File: config.mk
export PLATFORM = sky130hd
export DESIGN_NAME = reset_cause_and_timeout
export DESIGN_NICKNAME = d
export VERILOG_FILES = /design/src/hdl/rst_cause_pkg.sv /design/src/hdl/startup_timer.sv /design/src/hdl/reset_cause_and_timeout.sv
export SDC_FILE = /design/constraint.sdc
export NUM_CORES = 1
export LEC_CHECK = 0
export ABC_CLOCK_PERIOD_IN_PS = 2900
export BUFFER_PORTS_ARGS = -buffer_cell sky130_fd_sc_hd__buf_2
export CORE_MARGIN = 2
export CORE_UTILIZATION = 57
export DETAILED_ROUTE_END_ITERATION = 6
export MAX_ROUTING_LAYER = met4
export PLACE_DENSITY = 0.79
export SETUP_SLACK_MARGIN = 0.2
export SYNTH_ARGS = -nofsm -noshare
export SYNTH_HDL_FRONTEND = slang
export SYNTH_SLANG_ARGS = --single-unit
File: constraint.sdc
create_clock -name clk_sys -period 2.9 [get_ports clk_sys]
set_input_delay 0.29 -clock clk_sys [delete_from_list [all_inputs] [get_ports clk_sys]]
set_output_delay 0.29 -clock clk_sys [all_outputs]
set_load 0.01 [all_outputs]
File: src/hdl/rst_cause_pkg.sv
// package: register map, field positions and timing constants of the reset-cause block
package rst_cause_pkg;
    // register indices; the bus byte address is four times the index
    localparam logic [7:0]  IDX_CORE_STATUS   = 8'h83;
    localparam logic [7:0]  IDX_RESET_CAUSE   = 8'h8E;
    localparam logic [7:0]  IDX_CONFIG        = 8'hA0;
    localparam logic [7:0]  IDX_IRQ_STATUS    = 8'hA1;
    localparam logic [7:0]  IDX_IRQ_ENABLE    = 8'hA2;
    localparam logic [7:0]  IDX_IRQ_CLEAR     = 8'hA3;
    localparam logic [7:0]  IDX_RESET_STATE   = 8'hA4;
    // core status fields
    localparam int          POS_TIMEOUT       = 4;
    localparam int          POS_POWERDOWN     = 3;
    // reset cause fields
    localparam int          POS_BROWNOUT      = 0;
    localparam int          POS_POWERON       = 1;
    // config fields
    localparam int          POS_CFG_BOD_EN    = 0;
    localparam int          POS_CFG_PUD_DIS   = 1;
    localparam int          POS_CFG_OSC_LO    = 2;
    localparam int          POS_CFG_OSC_HI    = 3;
    localparam logic [3:0]  CONFIG_RESET      = 4'h0;
    // event bit positions
    localparam int          EV_POWERON        = 0;
    localparam int          EV_BROWNOUT       = 1;
    localparam int          EV_WATCHDOG       = 2;
    localparam int          EV_PIN            = 3;
    localparam int          EV_RELEASE        = 4;
    localparam int          NUM_EV            = 5;
    // timing
    localparam int          PUT_MS            = 72;
    localparam int          SLOW_CLK_HZ       = 32000;
    localparam int          PUT_TICKS         = (PUT_MS * SLOW_CLK_HZ) / 1000;
    localparam int          OST_CYCLES        = 1024;
    localparam int          CLK_MHZ           = 200;
    localparam int          SLOW_DIV          = (CLK_MHZ * 1000000) / SLOW_CLK_HZ;
    localparam logic [31:0] APB_ERR_DATA      = 32'h0000_0000;

    typedef enum logic [1:0]
    {
        OSC_LOW_POWER,
        OSC_MID_CRYSTAL,
        OSC_HIGH_SPEED,
        OSC_RES_CAP
    } osc_mode_t;

    typedef struct packed
    {
        logic        psel;
        logic        penable;
        logic        pwrite;
        logic [11:0] paddr;
        logic [31:0] pwdata;
    } apb_req_t;

    typedef struct packed
    {
        logic        poweron;
        logic        brownout;
        logic        watchdog;
        logic        pin;
        logic        wake;
    } reset_src_t;
endpackage : rst_cause_pkg

File: src/hdl/startup_timer.sv
// start-up sequencer: power-up interval then oscillator start-up interval
module startup_timer #(
    parameter int PUT_COUNT = rst_cause_pkg::PUT_TICKS,
    parameter int OST_COUNT = rst_cause_pkg::OST_CYCLES,
    parameter int SLOW_DIV  = rst_cause_pkg::SLOW_DIV
) (
    input  wire logic clk_sys,
    input  wire logic arst_n,
    input  wire logic restart_put,
    input  wire logic restart_ost,
    input  wire logic osc_tick,
    input  wire logic crystal_mode,
    input  wire logic holding,
    output logic      busy
);
    initial
    begin
        if (PUT_COUNT < 1 || OST_COUNT < 1 || SLOW_DIV < 2)
            $error("startup_timer: counts must be positive");
    end

    typedef enum logic [1:0] {ST_IDLE, ST_PUT, ST_OST} st_t;

    st_t         state_q, state_d;
    logic [31:0] cnt_q, cnt_d;
    logic [31:0] div_q, div_d;
    logic        slow_tick;

    assign slow_tick = (div_q == 32'(SLOW_DIV - 1));

    // ====================================
    // sequencing
    always_comb
    begin
        state_d = state_q;
        cnt_d   = cnt_q;
        div_d   = slow_tick ? 32'h0000_0000 : div_q + 32'h0000_0001;
        if (restart_put)
        begin
            // interval restarts from zero on each new request
            state_d = ST_PUT;
            cnt_d   = 32'h0000_0000;
            div_d   = 32'h0000_0000;
        end
        else if (restart_ost)
        begin
            state_d = crystal_mode ? ST_OST : ST_IDLE;
            cnt_d   = 32'h0000_0000;
        end
        else if (!holding)
        begin
            case (state_q)
                ST_PUT:
                begin
                    // slow internal clock paces the power-up interval
                    if (slow_tick)
                        cnt_d = cnt_q + 32'h0000_0001;
                    if (slow_tick && cnt_q == 32'(PUT_COUNT - 1))
                    begin
                        // oscillator interval follows power-up interval in crystal mode
                        state_d = crystal_mode ? ST_OST : ST_IDLE;
                        cnt_d   = 32'h0000_0000;
                    end
                end
                ST_OST:
                begin
                    if (osc_tick)
                        cnt_d = cnt_q + 32'h0000_0001;
                    if (osc_tick && cnt_q == 32'(OST_COUNT - 1))
                        state_d = ST_IDLE;
                end
                default:
                    state_d = ST_IDLE;
            endcase
        end
    end

    always_ff @(posedge clk_sys or negedge arst_n)
    begin
        if (!arst_n)
        begin
            state_q <= ST_IDLE;
            cnt_q   <= 32'h0000_0000;
            div_q   <= 32'h0000_0000;
        end
        else
        begin
            state_q <= state_d;
            cnt_q   <= cnt_d;
            div_q   <= div_d;
        end
    end

    assign busy = (state_q != ST_IDLE);
endmodule // startup_timer

File: src/hdl/reset_cause_and_timeout.sv
// reset-cause flags, start-up hold and APB register file
// Contract
// - cause register at 8Eh, bits 0 and 1
// - brown-out flag cleared by brown-out, software sets
// - brown-out flag meaningless when detection disabled
// - power-on flag cleared only by power-on; the code also clears it when software writes 0 to bit 1
// - crystal hold: 72 ms plus 1024 periods
// - power-on sets timeout and powerdown flags
// - pin keeps, watchdog clears timeout flag(s)
// - pin reset in sleep: timeout 1, powerdown 0
// - power-on pattern 0001 1xxx and 0x
// - other resets pattern 000q quuu and uq
// - cause bits 7..2 read zero, ignore writes
// - power-up interval then oscillator interval
// - RC mode, timer disabled: no delay
// - brown-out during timer restarts it
//
// The APB register port was decided locally.
module reset_cause_and_timeout #(
    parameter int PUT_COUNT = rst_cause_pkg::PUT_TICKS,
    parameter int OST_COUNT = rst_cause_pkg::OST_CYCLES,
    parameter int SLOW_DIV  = rst_cause_pkg::SLOW_DIV
) (
    input  wire logic        clk_sys,
    input  wire logic        arst_n,
    input  wire logic        psel,
    input  wire logic        penable,
    input  wire logic        pwrite,
    input  wire logic [11:0] paddr,
    input  wire logic [31:0] pwdata,
    output logic [31:0]      prdata,
    output logic             pready,
    output logic             pslverr,
    input  wire logic        poweron_event,
    input  wire logic        brownout_event,
    input  wire logic        watchdog_event,
    input  wire logic        ext_reset_pin_n,
    input  wire logic        sleeping,
    input  wire logic        wake_event,
    input  wire logic        osc_tick,
    output logic             core_reset,
    output logic             irq
);
    initial
    begin
        if (PUT_COUNT < 1 || OST_COUNT < 1)
            $error("reset_cause_and_timeout: bad counts");
    end

    // ====================================
    // pin synchronisers
    logic [1:0] pin_sync_q;
    logic [1:0] bo_sync_q;
    logic [1:0] wd_sync_q;
    logic [1:0] wk_sync_q;
    logic [1:0] sl_sync_q;
    logic [1:0] tk_sync_q;
    logic       pin_low_q;
    logic       tick_prev_q;
    always_ff @(posedge clk_sys or negedge arst_n)
    begin
        if (!arst_n)
        begin
            pin_sync_q  <= 2'h3;
            bo_sync_q   <= 2'h0;
            wd_sync_q   <= 2'h0;
            wk_sync_q   <= 2'h0;
            sl_sync_q   <= 2'h0;
            tk_sync_q   <= 2'h0;
            pin_low_q   <= 1'b0;
            tick_prev_q <= 1'b0;
        end
        else
        begin
            pin_sync_q  <= {pin_sync_q[0], ext_reset_pin_n};
            bo_sync_q   <= {bo_sync_q[0], brownout_event};
            wd_sync_q   <= {wd_sync_q[0], watchdog_event};
            wk_sync_q   <= {wk_sync_q[0], wake_event};
            sl_sync_q   <= {sl_sync_q[0], sleeping};
            tk_sync_q   <= {tk_sync_q[0], osc_tick};
            pin_low_q   <= !pin_sync_q[1];
            tick_prev_q <= tk_sync_q[1];
        end
    end

    logic pin_fall;
    logic osc_edge;
    logic wd_pulse;
    logic bo_level;
    assign pin_fall = !pin_sync_q[1] && !pin_low_q;
    assign osc_edge = tk_sync_q[1] && !tick_prev_q;
    assign wd_pulse = wd_sync_q[1];
    assign bo_level = bo_sync_q[1];

    // ====================================
    // flag state
    // power-on: arst_n is the power-on reset; first cycle after release is the event
    logic       por_pend_q, por_pend_d;
    logic       timeout_n_q, timeout_n_d;
    logic       powerdown_n_q, powerdown_n_d;
    logic       brownout_flag_n_q, brownout_flag_n_d;
    logic       poweron_flag_n_q, poweron_flag_n_d;
    logic [3:0] config_q, config_d;
    logic [4:0] irq_status_q, irq_status_d;
    logic [4:0] irq_enable_q, irq_enable_d;
    logic       bo_active_q, bo_active_d;
    logic [4:0] events;
    logic       wr_en;
    logic       bod_en;
    logic       timer_busy;
    logic       hold_q, hold_d;

    assign bod_en = config_q[rst_cause_pkg::POS_CFG_BOD_EN];
    assign wr_en  = psel && penable && pwrite;

    function automatic logic hit(input logic [11:0] a, input logic [7:0] idx);
        hit = (a[11:10] == 2'h0) && (a[9:2] == idx) && (a[1:0] == 2'h0);
    endfunction

    logic bo_rise;
    assign bo_rise = bo_level && bod_en && !bo_active_q;

    always_comb
    begin
        por_pend_d        = 1'b0;
        timeout_n_d       = timeout_n_q;
        powerdown_n_d     = powerdown_n_q;
        brownout_flag_n_d = brownout_flag_n_q;
        poweron_flag_n_d  = poweron_flag_n_q;
        config_d          = config_q;
        irq_enable_d      = irq_enable_q;
        bo_active_d       = bo_level && bod_en;
        events            = 5'h00;
        // software writes first, hardware events override
        if (wr_en && hit(paddr, rst_cause_pkg::IDX_RESET_CAUSE))
        begin
            // bits 7..2 are not stored
            brownout_flag_n_d = pwdata[rst_cause_pkg::POS_BROWNOUT];
            poweron_flag_n_d  = pwdata[rst_cause_pkg::POS_POWERON];
        end
        if (wr_en && hit(paddr, rst_cause_pkg::IDX_CONFIG))
            config_d = pwdata[3:0];
        if (wr_en && hit(paddr, rst_cause_pkg::IDX_IRQ_ENABLE))
            irq_enable_d = pwdata[4:0];
        if (por_pend_q || poweron_event)
        begin
            // power-on: 0001 1xxx and 0x
            timeout_n_d      = 1'b1;
            powerdown_n_d    = 1'b1;
            poweron_flag_n_d = 1'b0;
            events[rst_cause_pkg::EV_POWERON] = 1'b1;
        end
        else if (bo_rise)
        begin
            // brown-out clears only its flag; meaningless without detection
            brownout_flag_n_d = 1'b0;
            events[rst_cause_pkg::EV_BROWNOUT] = 1'b1;
        end
        else if (wd_pulse)
        begin
            // watchdog: timeout cleared, powerdown cleared on wake from sleep
            timeout_n_d = 1'b0;
            if (sl_sync_q[1])
                powerdown_n_d = 1'b0;
            events[rst_cause_pkg::EV_WATCHDOG] = 1'b1;
        end
        else if (pin_fall)
        begin
            // pin: unchanged when running, 1/0 when asleep
            if (sl_sync_q[1])
            begin
                timeout_n_d   = 1'b1;
                powerdown_n_d = 1'b0;
            end
            events[rst_cause_pkg::EV_PIN] = 1'b1;
        end
        events[rst_cause_pkg::EV_RELEASE] = hold_q && !hold_d;
        // set wins over clear
        irq_status_d = irq_status_q | events;
        if (wr_en && hit(paddr, rst_cause_pkg::IDX_IRQ_CLEAR))
            irq_status_d = (irq_status_q & ~pwdata[4:0]) | events;
    end

    // ====================================
    // start-up hold
    logic       crystal;
    logic       pud_dis;
    logic       restart_put;
    logic       restart_ost;
    assign crystal = config_q[rst_cause_pkg::POS_CFG_OSC_HI:rst_cause_pkg::POS_CFG_OSC_LO]
                     != 2'(rst_cause_pkg::OSC_RES_CAP);
    // brown-out detection forces the power-up interval on
    assign pud_dis = config_q[rst_cause_pkg::POS_CFG_PUD_DIS] && !bod_en;
    // power-up with timer, or brown-out: restart interval
    assign restart_put = ((por_pend_q || poweron_event) && !pud_dis) || (bo_level && bod_en);
    // timer off or wake: crystal interval only, RC gets none
    assign restart_ost = ((por_pend_q || poweron_event) && pud_dis) || wk_sync_q[1];

    startup_timer #(
        .PUT_COUNT (PUT_COUNT),
        .OST_COUNT (OST_COUNT),
        .SLOW_DIV  (SLOW_DIV)
    ) u_timer (
        .clk_sys      (clk_sys),
        .arst_n       (arst_n),
        .restart_put  (restart_put),
        .restart_ost  (restart_ost),
        .osc_tick     (osc_edge),
        .crystal_mode (crystal),
        .holding      (bo_level && bod_en),
        .busy         (timer_busy)
    );

    // core held while brown-out, pin low or timer running
    assign hold_d = timer_busy || restart_put || restart_ost || (bo_level && bod_en)
                    || !pin_sync_q[1];

    // ====================================
    // APB read
    logic [31:0] rdata_d;
    logic        err_d;
    always_comb
    begin
        rdata_d = rst_cause_pkg::APB_ERR_DATA;
        err_d   = 1'b0;
        if (hit(paddr, rst_cause_pkg::IDX_CORE_STATUS))
            rdata_d = {27'h0, timeout_n_q, powerdown_n_q, 3'h0};
        else if (hit(paddr, rst_cause_pkg::IDX_RESET_CAUSE))
            rdata_d = {30'h0, poweron_flag_n_q, brownout_flag_n_q};
        else if (hit(paddr, rst_cause_pkg::IDX_CONFIG))
            rdata_d = {28'h0, config_q};
        else if (hit(paddr, rst_cause_pkg::IDX_IRQ_STATUS))
            rdata_d = {27'h0, irq_status_q};
        else if (hit(paddr, rst_cause_pkg::IDX_IRQ_ENABLE))
            rdata_d = {27'h0, irq_enable_q};
        else if (hit(paddr, rst_cause_pkg::IDX_RESET_STATE))
            rdata_d = {31'h0, hold_q};
        else if (!hit(paddr, rst_cause_pkg::IDX_IRQ_CLEAR))
            err_d = 1'b1;
    end

    logic setup;
    assign setup = psel && !penable;

    always_ff @(posedge clk_sys or negedge arst_n)
    begin
        if (!arst_n)
        begin
            por_pend_q        <= 1'b1;
            timeout_n_q       <= 1'b1;
            powerdown_n_q     <= 1'b1;
            brownout_flag_n_q <= 1'b0;
            poweron_flag_n_q  <= 1'b0;
            config_q          <= rst_cause_pkg::CONFIG_RESET;
            irq_status_q      <= 5'h00;
            irq_enable_q      <= 5'h00;
            bo_active_q       <= 1'b0;
            hold_q            <= 1'b1;
            prdata            <= 32'h0000_0000;
            pready            <= 1'b0;
            pslverr           <= 1'b0;
            core_reset        <= 1'b1;
            irq               <= 1'b0;
        end
        else
        begin
            por_pend_q        <= por_pend_d;
            timeout_n_q       <= timeout_n_d;
            powerdown_n_q     <= powerdown_n_d;
            brownout_flag_n_q <= brownout_flag_n_d;
            poweron_flag_n_q  <= poweron_flag_n_d;
            config_q          <= config_d;
            irq_status_q      <= irq_status_d;
            irq_enable_q      <= irq_enable_d;
            bo_active_q       <= bo_active_d;
            hold_q            <= hold_d;
            // no wait state: data staged in setup, pready in the first access cycle
            pready            <= setup;
            prdata            <= setup && !pwrite ? rdata_d : prdata;
            pslverr           <= setup && err_d;
            core_reset        <= hold_d;
            irq               <= |(irq_status_d & irq_enable_d);
        end
    end

    // ====================================
    // checks
    property p_por_flags;
        @(posedge clk_sys) disable iff (!arst_n)
        poweron_event |=> (timeout_n_q && powerdown_n_q && !poweron_flag_n_q);
    endproperty
    a_por_flags: assert property (p_por_flags) else $error("power-on flags wrong");

    property p_cause_upper_zero;
        @(posedge clk_sys) disable iff (!arst_n)
        pready && hit(paddr, rst_cause_pkg::IDX_RESET_CAUSE) && !pwrite |-> prdata[31:2] == 30'h0;
    endproperty
    a_cause_upper_zero: assert property (p_cause_upper_zero) else $error("cause high bits set");

    property p_hold_after_por;
        @(posedge clk_sys) disable iff (!arst_n)
        $rose(por_pend_q == 1'b0) |-> core_reset;
    endproperty
    a_hold_after_por: assert property (p_hold_after_por) else $error("no hold");

    property p_pin_sleep;
        @(posedge clk_sys) disable iff (!arst_n)
        pin_fall && sl_sync_q[1] && !wd_pulse && !bo_rise && !por_pend_q && !poweron_event
        |=> timeout_n_q && !powerdown_n_q;
    endproperty
    a_pin_sleep: assert property (p_pin_sleep) else $error("sleep pin flags");

    property p_wd_clears;
        @(posedge clk_sys) disable iff (!arst_n)
        wd_pulse && !poweron_event && !por_pend_q && !bo_rise |=> !timeout_n_q;
    endproperty
    a_wd_clears: assert property (p_wd_clears) else $error("watchdog kept timeout flag");

    property p_bo_restart;
        @(posedge clk_sys) disable iff (!arst_n)
        bo_level && bod_en |=> core_reset [*2];
    endproperty
    a_bo_restart: assert property (p_bo_restart) else $error("brown-out did not hold");

    c_wd:   cover property (@(posedge clk_sys) disable iff (!arst_n) wd_pulse);
    c_pin:  cover property (@(posedge clk_sys) disable iff (!arst_n) pin_fall && sl_sync_q[1]);
    c_rel:  cover property (@(posedge clk_sys) disable iff (!arst_n) $fell(core_reset));
endmodule // reset_cause_and_timeout

==> flow_summary.json, run 1 <==
{
  "path_delay_family": "simple AND/OR/NAND/NOR gates",
  "routedWlPerCell_um": 15.19,
  "status": "finished, final reports clean",
  "via_per_inst": 5.805,
  "placementRows": 36,
  "first_iter_violations": 283,
  "clock_path_buffers": 2,
  "path_clk_slew_ps": 110,
  "cp_max_fo": 8,
  "ys_ff_latch": 109,
  "multi_input_area_mm2": 0.002768,
  "max_freq_mhz": 388.7,
  "critPathKind": "reg -> reg",
  "finalWorstSetupSlack_ps": 327.6,
  "finalSetupViolations": 0,
  "syn_area_per_cell_um2": 9.565,
  "final_cell_mix": "dfrtp_1 (103), nor2_1 (71), nand2_1 (64)",
  "grt.overflow.total": 0,
  "hold_path_class": "in -> reg",
  "port_buffers": 37,
  "htreeDepth": 3,
  "cts_sinks": 109,
  "syn_inst": 605,
  "fin_nets": 717,
  "crit_required_ps": 3180,
  "hold_viol": 0,
  "drt_first_pass_iters": 7,
  "seq_area_mm2": 0.002735,
  "cts_buffers": 9,
  "synth-main-ff-cell": "dfrtp_1",
  "place_ws_ps": 141.2,
  "maxCapViolations": 0,
  "nFillCells": 776,
  "drtAntennaViolNets": 0,
  "grt_pass1_wl_mm": 20.69,
  "place_inst": 768,
  "worst_setup_path_end_kind": "flop",
  "pin_count": 92,
  "synth_edf_count": 0,
  "drc": 0,
  "wirelength_mm": 12.04,
  "ir_drop_mv": 0.4440,
  "slew_violations": 0,
  "synthTopCellsByArea": "dfrtp_1 (45%), nor2_1 (4.6%), nand2_1 (4.2%)",
  "n_antenna_cell": 0,
  "path_buf_inv": 0,
  "synth_warnings": 0,
  "grt_antenna_before_repair": 0,
  "ys_seq_area_share_pct": 47.26,
  "clock_latency_ps": 390,
  "rsz0062_at_grt": "false",
  "final_common_cell": "dfrtp_1",
  "cts_tree": "built",
  "yosysUniqueCellTypes": 74,
  "leakagePower_nw": 2.712,
  "placed_area_mm2": 0.006050,
  "fin_hold_ws_ps": 170.1,
  "floorplan.initialDensity_pct": 58.93,
  "period_share_pct": 88.70,
  "crit_arrival_ps": 2860,
  "finalSetupTns_ps": 0,
  "root_buffer": "clkbuf_8",
  "post_cts_resized": 0,
  "dieArea_mm2": 0.01097,
  "path_cells": "or4_1 > nor4_4 > nand3_2 > a2111oi_2 > xnor2_1 > nor2_1",
  "area_growth_pct": 9.600,
  "skew_ps": 13.96,
  "slew-limit-headroom_pct": 57.81,
  "power_density_mw_per_mm2": 466.1,
  "post-dp-hpwl_mm": 8.547,
  "grt_max_degree": 60,
  "final_cells": 793,
  "vias": 4603,
  "core_mm2": 0.009819,
  "grtUsageTotal_pct": 23.72,
  "r2r_setup_slack_ps": 330,
  "synth_top_area_share_pct": 44.54,
  "cp_slowest_cell": "or4_1",
  "grt_pass1_vias": 4365,
  "tightest_slew_ps": 632.8,
  "die_h_um": 104.8,
  "final_area_mm2": 0.006342,
  "drive_above_1_share_pct": 16.06,
  "cp-start-kind": "flop",
  "netlist.top_cell.by_area": "dfrtp_1",
  "synthArstFlopShare_pct": 100.0,
  "finalWeightedCongestion": 0.8892,
  "die_w_um": 104.8,
  "synthesis.area_mm2": 0.005787,
  "crit_path_max_incr_delay_ps": 600,
  "fin_crit_ps": 2572
}
[logic make-up (layout without fill, tap and decap cells)]
| kind of cell | after synthesis | in the layout | share of synthesized area (%) |
|---|---|---|---|
| AOI/OAI and AO/OA | 96 | 96 | 11.05 |
| xor gates and xnor gates | 38 | 38 | 5.751 |
| buffers and inverters | 69 | 97 | 6.659 |
| and+or+nand+nor | 270 | 270 | 25.00 |
| DFF | 109 | 109 | 47.26 |
| muxes | 16 | 16 | 2.919 |
| other | 1 | 28 | 0.06480 |
| adders and majority gates | 6 | 6 | 1.297 |
[where the power goes]
group | total, mW | leakage, nW | switching [mW] | internal [mW]
clock network | 0.950 | 0.105 | 0.602 | 0.348
logic | 0.335 | 1.18 | 0.197 | 0.137
registers | 1.67 | 1.43 | 0.0806 | 1.59
[layer usage]
| metal | share of wire [%] | global-route usage, % |
|---|---|---|
| met1 | 46 | 32.83 |
| met2 | 48 | 36.27 |
| met3 | 4.5 | 4.367 |
| met4 | 0.95 | 6.381 |
| met5 | 0 | - |
[worst paths after layout]
path / endpoint / cells after the start / start
worst min-delay path: config_q[2] / 2 / pwdata[2]
max in group asynchronous: hold_q / 3 / arst_n
worst max-delay path: u_timer.cnt_q[31] / 6 / u_timer.div_q[16]
worst max register to register: u_timer.cnt_q[31] / 6 / u_timer.div_q[16]
worst min register to register: tk_sync_q[1] / 0 / tk_sync_q[0]
min in group asynchronous: prdata[3] / 2 / arst_n
[cell usage after synthesis (4+ instances only)]
library cell  count
xnor2_1          23
a211oi_1         10
nand3_1          24
mux2_2            7
buf_4            27
a31oi_1           4
inv_1            22
mux2i_1           9
or4_1             5
clkbuf_1         12
dfrtp_1         103
nor3_1           11
nand3b_1          5
nand2_1          64
or3_1            18
nand4_1          15
xor2_1           15
ha_1              6
and3_1            7
dfstp_2           6
o21ai_0          21
a21oi_1          26
nor2_1           71
a31o_2            4
nor4_1           11
nand2b_1          5
[layout make-up]
cell class,count,share of cell area (%)
Clock buffer,9,1.953
Inverter,22,1.302
Clock inverter,7,1.322
Tap cell,133,2.624
Multi-Input combinational cell,454,43.64
Timing Repair Buffer,59,6.037
Sequential cell,109,43.12
[registers in the layout (all words and copies together) (netlist names), 2 cells and up]
| name | cells |
|---|---|
| u_timer.cnt_q | 32 |
| wk_sync_q | 2 |
| config_q | 4 |
| bo_sync_q | 2 |
| pin_sync_q | 2 |
| tk_sync_q | 2 |
| irq_status_q | 5 |
| irq_enable_q | 5 |
| u_timer.div_q | 32 |
| prdata | 5 |
| sl_sync_q | 2 |
| u_timer.state_q | 2 |
| wd_sync_q | 2 |
[stage by stage]
stage	util, %	power [mW]
2_1_floorplan	-	1.925
3_3_place_gp	61.61	2.008
3_5_place_dp	61.61	2.023
4_1_cts	64.44	2.978
5_1_grt	64.59	3.105
6_report	64.59	2.956
[what timing repair did]
action,4_1_cts,5_1_grt
hold buffers,7,0
endpoints found under the setup margin,0,1
endpoints found under the hold margin,51,0
buffers inserted,0,2
Power figures use the tool's default switching activity.
==> run 2: changes to the inputs <==
Settings changed: ABC_AREA set to 1, CORE_UTILIZATION 57 to 58, GPL_TIMING_DRIVEN set to 0.
==> flow_summary.json, run 2 <==
{
  "status": "finished, final reports clean",
  "grt.overflow.total": 0,
  "clock_path_buffers": 2,
  "placed_area_mm2": 0.007182,
  "startpoint": "u_timer.cnt_q[0]",
  "post-dp-hpwl_mm": 12.24,
  "multi_input_area_mm2": 0.003342,
  "slew-limit-headroom_pct": 56.76,
  "final_common_cell": "nand2_1",
  "regToRegStartpoint": "u_timer.cnt_q[0]",
  "finalSetupTns_ps": 0,
  "period_share_pct": 80.76,
  "rsz0062_at_grt": "false",
  "critPathKind": "reg -> reg",
  "syn_inst": 946,
  "finalWeightedCongestion": 0.9524,
  "port_buffers": 37,
  "root_buffer": "clkbuf_16",
  "drc": 0,
  "fin_crit_ps": 2342,
  "synth.most_common_cell": "nand2_1",
  "final_util_pct": 66.39,
  "seq_area_mm2": 0.002735,
  "grtUsageTotal_pct": 27.94,
  "core_mm2": 0.01132,
  "grt_pass1_wl_mm": 27.14,
  "worstHoldStart": "ext_reset_pin_n",
  "routedWlPerCell_um": 13.83,
  "cts_tree": "built",
  "final_cell_mix": "nand2_1 (249), nor2_1 (170), inv_1 (109)",
  "crit_required_ps": 3190,
  "nFillCells": 1032,
  "clock_latency_ps": 360,
  "vias": 6176,
  "max_freq_mhz": 427.0,
  "finalWorstSetupSlack_ps": 558.0,
  "n_antenna_cell": 0,
  "crit_arrival_ps": 2640,
  "fin_nets": 1085,
  "synth_edf_count": 0,
  "place_ws_ps": 665.1,
  "drt_first_pass_iters": 6,
  "grt_pass1_vias": 5688,
  "ir_drop_mv": 0.3020,
  "hold_path_class": "in -> reg",
  "finalSetupViolations": 0,
  "hold_viol": 0,
  "place_inst": 1154,
  "maxCapViolations": 0,
  "drive_above_1_share_pct": 12.45,
  "cp-start-kind": "flop",
  "grt_max_degree": 67,
  "holdPathStages": 1,
  "grt_antenna_before_repair": 0,
  "yosysUniqueCellTypes": 46,
  "placementRows": 39,
  "ys_ff_latch": 109,
  "die_h_um": 111.4,
  "synthArstFlopShare_pct": 100.0,
  "p_total_mw": 3.183,
  "first_iter_violations": 489,
  "synth-main-ff-cell": "dfrtp_1",
  "dieArea_mm2": 0.01240,
  "cts_buffers": 9,
  "htreeDepth": 3,
  "r2r_cells": 11,
  "cts_sinks": 109,
  "tightest_slew_ps": 643.7,
  "synthesis.area_mm2": 0.006686,
  "r2r_setup_slack_ps": 560,
  "largest_registers": "u_timer.cnt_q: 32 flops, u_timer.div_q: 32 flops",
  "netlist.top_cell.by_area": "dfrtp_1",
  "netlist_top_cells_count": "nand2_1 (249), nor2_1 (170), inv_1 (109)",
  "whs_endpoint": "pin_sync_q[0]",
  "skew_ps": 7.601,
  "final_cells": 1171,
  "leakagePower_nw": 3.590,
  "postCtsSetupRepairBufs": 0,
  "ys_seq_area_share_pct": 40.91,
  "via_per_inst": 5.274,
  "slew_violations": 0,
  "r2r_end": "u_timer.cnt_q[18]",
  "worst_setup_path_end_kind": "flop",
  "pin_count": 92,
  "synthTopCellsByArea": "dfrtp_1 (39%), nand2_1 (14%), nor2_1 (9.5%)",
  "fin_hold_ws_ps": 29.69,
  "synth_warnings": 0,
  "final_area_mm2": 0.007516,
  "syn_area_per_cell_um2": 7.068,
  "cp_max_fo": 7,
  "floorplan.initialDensity_pct": 59.06,
  "path_clk_slew_ps": 70,
  "synth_top_area_share_pct": 38.55,
  "area_growth_pct": 12.41,
  "wirelength_mm": 16.19,
  "post_cts_resized": 0,
  "power_density_mw_per_mm2": 423.4,
  "die_w_um": 111.4,
  "drtAntennaViolNets": 0
}
## run 2: worst max path at each step
stage	to	slack, ps	cells past startpoint
finish	u_timer.cnt_q[18]	560	11
floorplan	u_timer.cnt_q[10]	1180	11
CTS	u_timer.cnt_q[18]	640	11
detailed placement	u_timer.cnt_q[18]	670	11
global route	u_timer.cnt_q[18]	410	11
global placement	u_timer.cnt_q[27]	300	1
## run 2: repair_timing
action | CTS | global route
hold endpoints to repair | 43 | 0
hold buffers | 1 | 0
endpoints found under the setup margin | 0 | 0
## run 2: layer usage
layer / GRT usage (%) / routed length [µm] / up-vias
met1: 40.26 / 7663 / 2815
met5: - / 0 / -
met2: 40.69 / 7084 / 210
li1: - / - / 3119
met4: 10.53 / 408 / 0
met3: 3.811 / 1037 / 32
## run 2: cells by family (layout without fill, tap and decap cells)
| logic type | count (synthesis) | in the layout | synth area share [%] |
|---|---|---|---|
| simple gates | 587 | 587 | 38.77 |
| fa+ha+maj | 6 | 6 | 1.123 |
| other cells | 1 | 28 | 0.05608 |
| buf+inv | 154 | 209 | 10.63 |
| xor+xnor | 21 | 21 | 2.751 |
| flops | 109 | 109 | 40.91 |
| compound gates | 68 | 68 | 5.763 |
## run 2: cell type report
type | instances | area share, %
Buffer | 38 | 3.662
Clock inverter | 6 | 1.265
Timing Repair Buffer | 39 | 2.997
Multi-Input combinational cell | 710 | 44.46
Inverter | 116 | 5.793
Clock buffer | 10 | 3.046
Sequential cell | 109 | 36.39
Tap cell | 143 | 2.381
## run 2: worst max-delay path, cell delays in order, from the launching register on
cell and delay, ps:
dfrtp_1 480, ha_1 260, nand3_1 220, nor2_4 290
inv_1 90, nor2_1 370, nand2_1 140, nor2_1 170
nand2_2 70, nand2_1 60, nand2_1 40, nor2_1 80
## run 2: power breakdown
group / internal, mW / leakage, nW / switching (mW)
clock: 0.768 / 0.158 / 0.600
sequential: 1.55 / 1.43 / 0.0168
combinational: 0.0872 / 2.01 / 0.159
total: 2.41 / 3.59 / 0.775
==> run 3: changes to the inputs <==
Settings changed: ABC_CLOCK_PERIOD_IN_PS 2900 to 1900, CORE_UTILIZATION 58 to 53, PLACE_DENSITY 0.79 to 0.76.
Clock period 2.9 ns to 1.9 ns, I/O delays scaled along.
==> flow_summary.json, run 3 (synthesis gave the netlist of run 2 again) <==
{
  "drive_above_1_share_pct": 20.41,
  "port_buffers": 37,
  "path_cells": "inv_1 > ha_2 > nand2_2 > nor2_2 > nand2_1 > nor2_2 > nand2_2 > nand2_2 > nand2_4 > nand2_8 > inv_6 > clkbuf_16 > nand2_1 > o21ai_1",
  "fin_crit_ps": 1814,
  "vias": 6438,
  "grt_max_degree": 71,
  "power_density_mw_per_mm2": 572.2,
  "skew_ps": 9.316,
  "floorplan.initialDensity_pct": 53.64,
  "cts_buffers": 9,
  "clock_latency_ps": 370,
  "cp-start-kind": "flop",
  "finalWeightedCongestion": 0.9544,
  "via_per_inst": 5.171,
  "cp_max_fo": 9,
  "grt_pass1_wl_mm": 27.44,
  "slew-limit-headroom_pct": 39.14,
  "max_freq_mhz": 551.4,
  "nFillCells": 1087,
  "die_w_um": 116.3,
  "place_inst": 1183,
  "crit_path_max_incr_delay_ps": 380,
  "status": "finished, final reports clean",
  "placementRows": 41,
  "routedWlPerCell_um": 13.92,
  "drt_first_pass_iters": 5,
  "final_cell_mix": "nand2_1 (235), nor2_1 (157), inv_1 (109)",
  "fin_nets": 1130,
  "grtUsageMet1_pct": 36.65,
  "worst_setup_path_end_kind": "flop",
  "grt_pass1_vias": 5702,
  "busiest_layer": "met2",
  "first_iter_violations": 558,
  "p_total_mw": 4.704,
  "root_buffer": "clkbuf_16",
  "tightest_slew_ps": 912.8,
  "post-dp-hpwl_mm": 12.17,
  "core_mm2": 0.01247,
  "grtUsageMet3_pct": 3.633,
  "crit_arrival_ps": 2070,
  "slew_violations": 0,
  "regToRegStartpoint": "u_timer.div_q[1]",
  "wirelength_mm": 17.33,
  "area_growth_pct": 22.96,
  "grtUsageTotal_pct": 26.97,
  "grt_antenna_before_repair": 0,
  "rsz0062_at_grt": "true",
  "grt.overflow.total": 0,
  "final_util_pct": 65.95,
  "final_common_cell": "nand2_1",
  "cp_slowest_cell": "dfrtp_1",
  "final_cells": 1245,
  "r2r_setup_slack_ps": 90,
  "n_antenna_cell": 0,
  "r2r_cells": 14,
  "ir_drop_mv": 0.4556,
  "path_clk_slew_ps": 70,
  "finalSetupViolations": 0,
  "htreeDepth": 3,
  "leakagePower_nw": 3.899,
  "critPathKind": "reg -> reg",
  "path_common_cell": "nand2_2",
  "met2_usage_pct": 41.59,
  "crit_required_ps": 2150,
  "drtAntennaViolNets": 0,
  "whs_endpoint": "pready",
  "cts_tree": "built",
  "hold_viol": 0,
  "holdPathStages": 2,
  "worstHoldStart": "penable",
  "cts_sinks": 109,
  "pin_count": 92,
  "hold_path_class": "in -> reg",
  "maxCapViolations": 0,
  "r2r_end": "u_timer.cnt_q[1]",
  "largest_registers": "u_timer.cnt_q: 32 flops, u_timer.div_q: 32 flops",
  "dieArea_mm2": 0.01353,
  "clock_path_buffers": 2,
  "period_share_pct": 95.45,
  "die_h_um": 116.3,
  "drc": 0
}
-- run 3: changes by cell type in the layout (fill, tap and decap cells not counted), sizes merged --
cell,before,now
clkinv,2,3
nand2,255,256
inv,118,119
bufinv,2,0
buf,74,110
clkbuf,12,14
dlygate4sd3,1,7
-- run 3: worst max-delay path by stage --
| stage | end | slack [ps] | from |
|---|---|---|---|
| floorplan | u_timer.cnt_q[10] | 250 | u_timer.cnt_q[0] |
| global placement | u_timer.cnt_q[27] | -600 | arst_n |
| detailed placement | u_timer.cnt_q[11] | -200 | u_timer.cnt_q[0] |
| CTS | u_timer.cnt_q[15] | 100 | u_timer.cnt_q[0] |
| global route | u_timer.cnt_q[1] | -40 | u_timer.div_q[17] |
| finish | u_timer.cnt_q[1] | 90 | u_timer.div_q[1] |
-- run 3: report_power, final --
part           internal, mW  total, mW  switching [mW]
Combinational         0.191      0.469           0.278
Sequential             2.37       2.39          0.0242
Clock                 0.917       1.84           0.925
-- run 3: final cells by class --
| type | instances | area, µm² | share of cell area [%] |
|---|---|---|---|
| Clock buffer | 10 | 229.0 | 2.785 |
| Timing Repair Buffer | 83 | 621.8 | 7.564 |
| Sequential cell | 109 | 2745 | 33.39 |
| Buffer | 38 | 304.0 | 3.698 |
| Multi-Input combinational cell | 711 | 3611 | 43.92 |
| Inverter | 116 | 440.4 | 5.357 |
| Tap cell | 172 | 215.2 | 2.618 |
| Clock inverter | 6 | 55.05 | 0.6696 |
-- run 3: metal layers --
layer / wire length (µm) / vias to the layer above
met5: 0 / -
met4: 439 / 0
met3: 956 / 37
met2: 8091 / 228
met1: 7841 / 2964
li1: - / 3209
-- run 3: per-stage QoR --
step / cell area [µm²] / TNS [ps] / hold WS (ps) / setup slack [ps]
3_5_place_dp: 7216 / -2237 / 297.5 / -201.0
4_1_cts: 7898 / 0 / 4.342 / 101.4
6_report: 8222 / 0 / 16.39 / 86.37
3_3_place_gp: 7193 / -63530 / 295.9 / -604.9
2_1_floorplan: 6793 / 0 / -105.6 / 246.6
5_1_grt: 8222 / -462.6 / 27.41 / -41.97
-- run 3: what timing repair did --
item                       in CTS  in global routing
cloned                          2                  3
setup endpoints to repair      54                 62
resized for setup              49                 43
hold buffers                    7                  0
setup buffers                  19                 15
pin swaps                      12                 22
hold endpoints to repair       46                  0
-- run 3: worst max-delay path: cells and delay by family (launching register included) --
family	cells	cell delay, ps
DFF	1	380
and+or+nand+nor	9	780
buffers and inverters	3	290
AOI/OAI and AO/OA	1	60
adders and majority gates	1	190
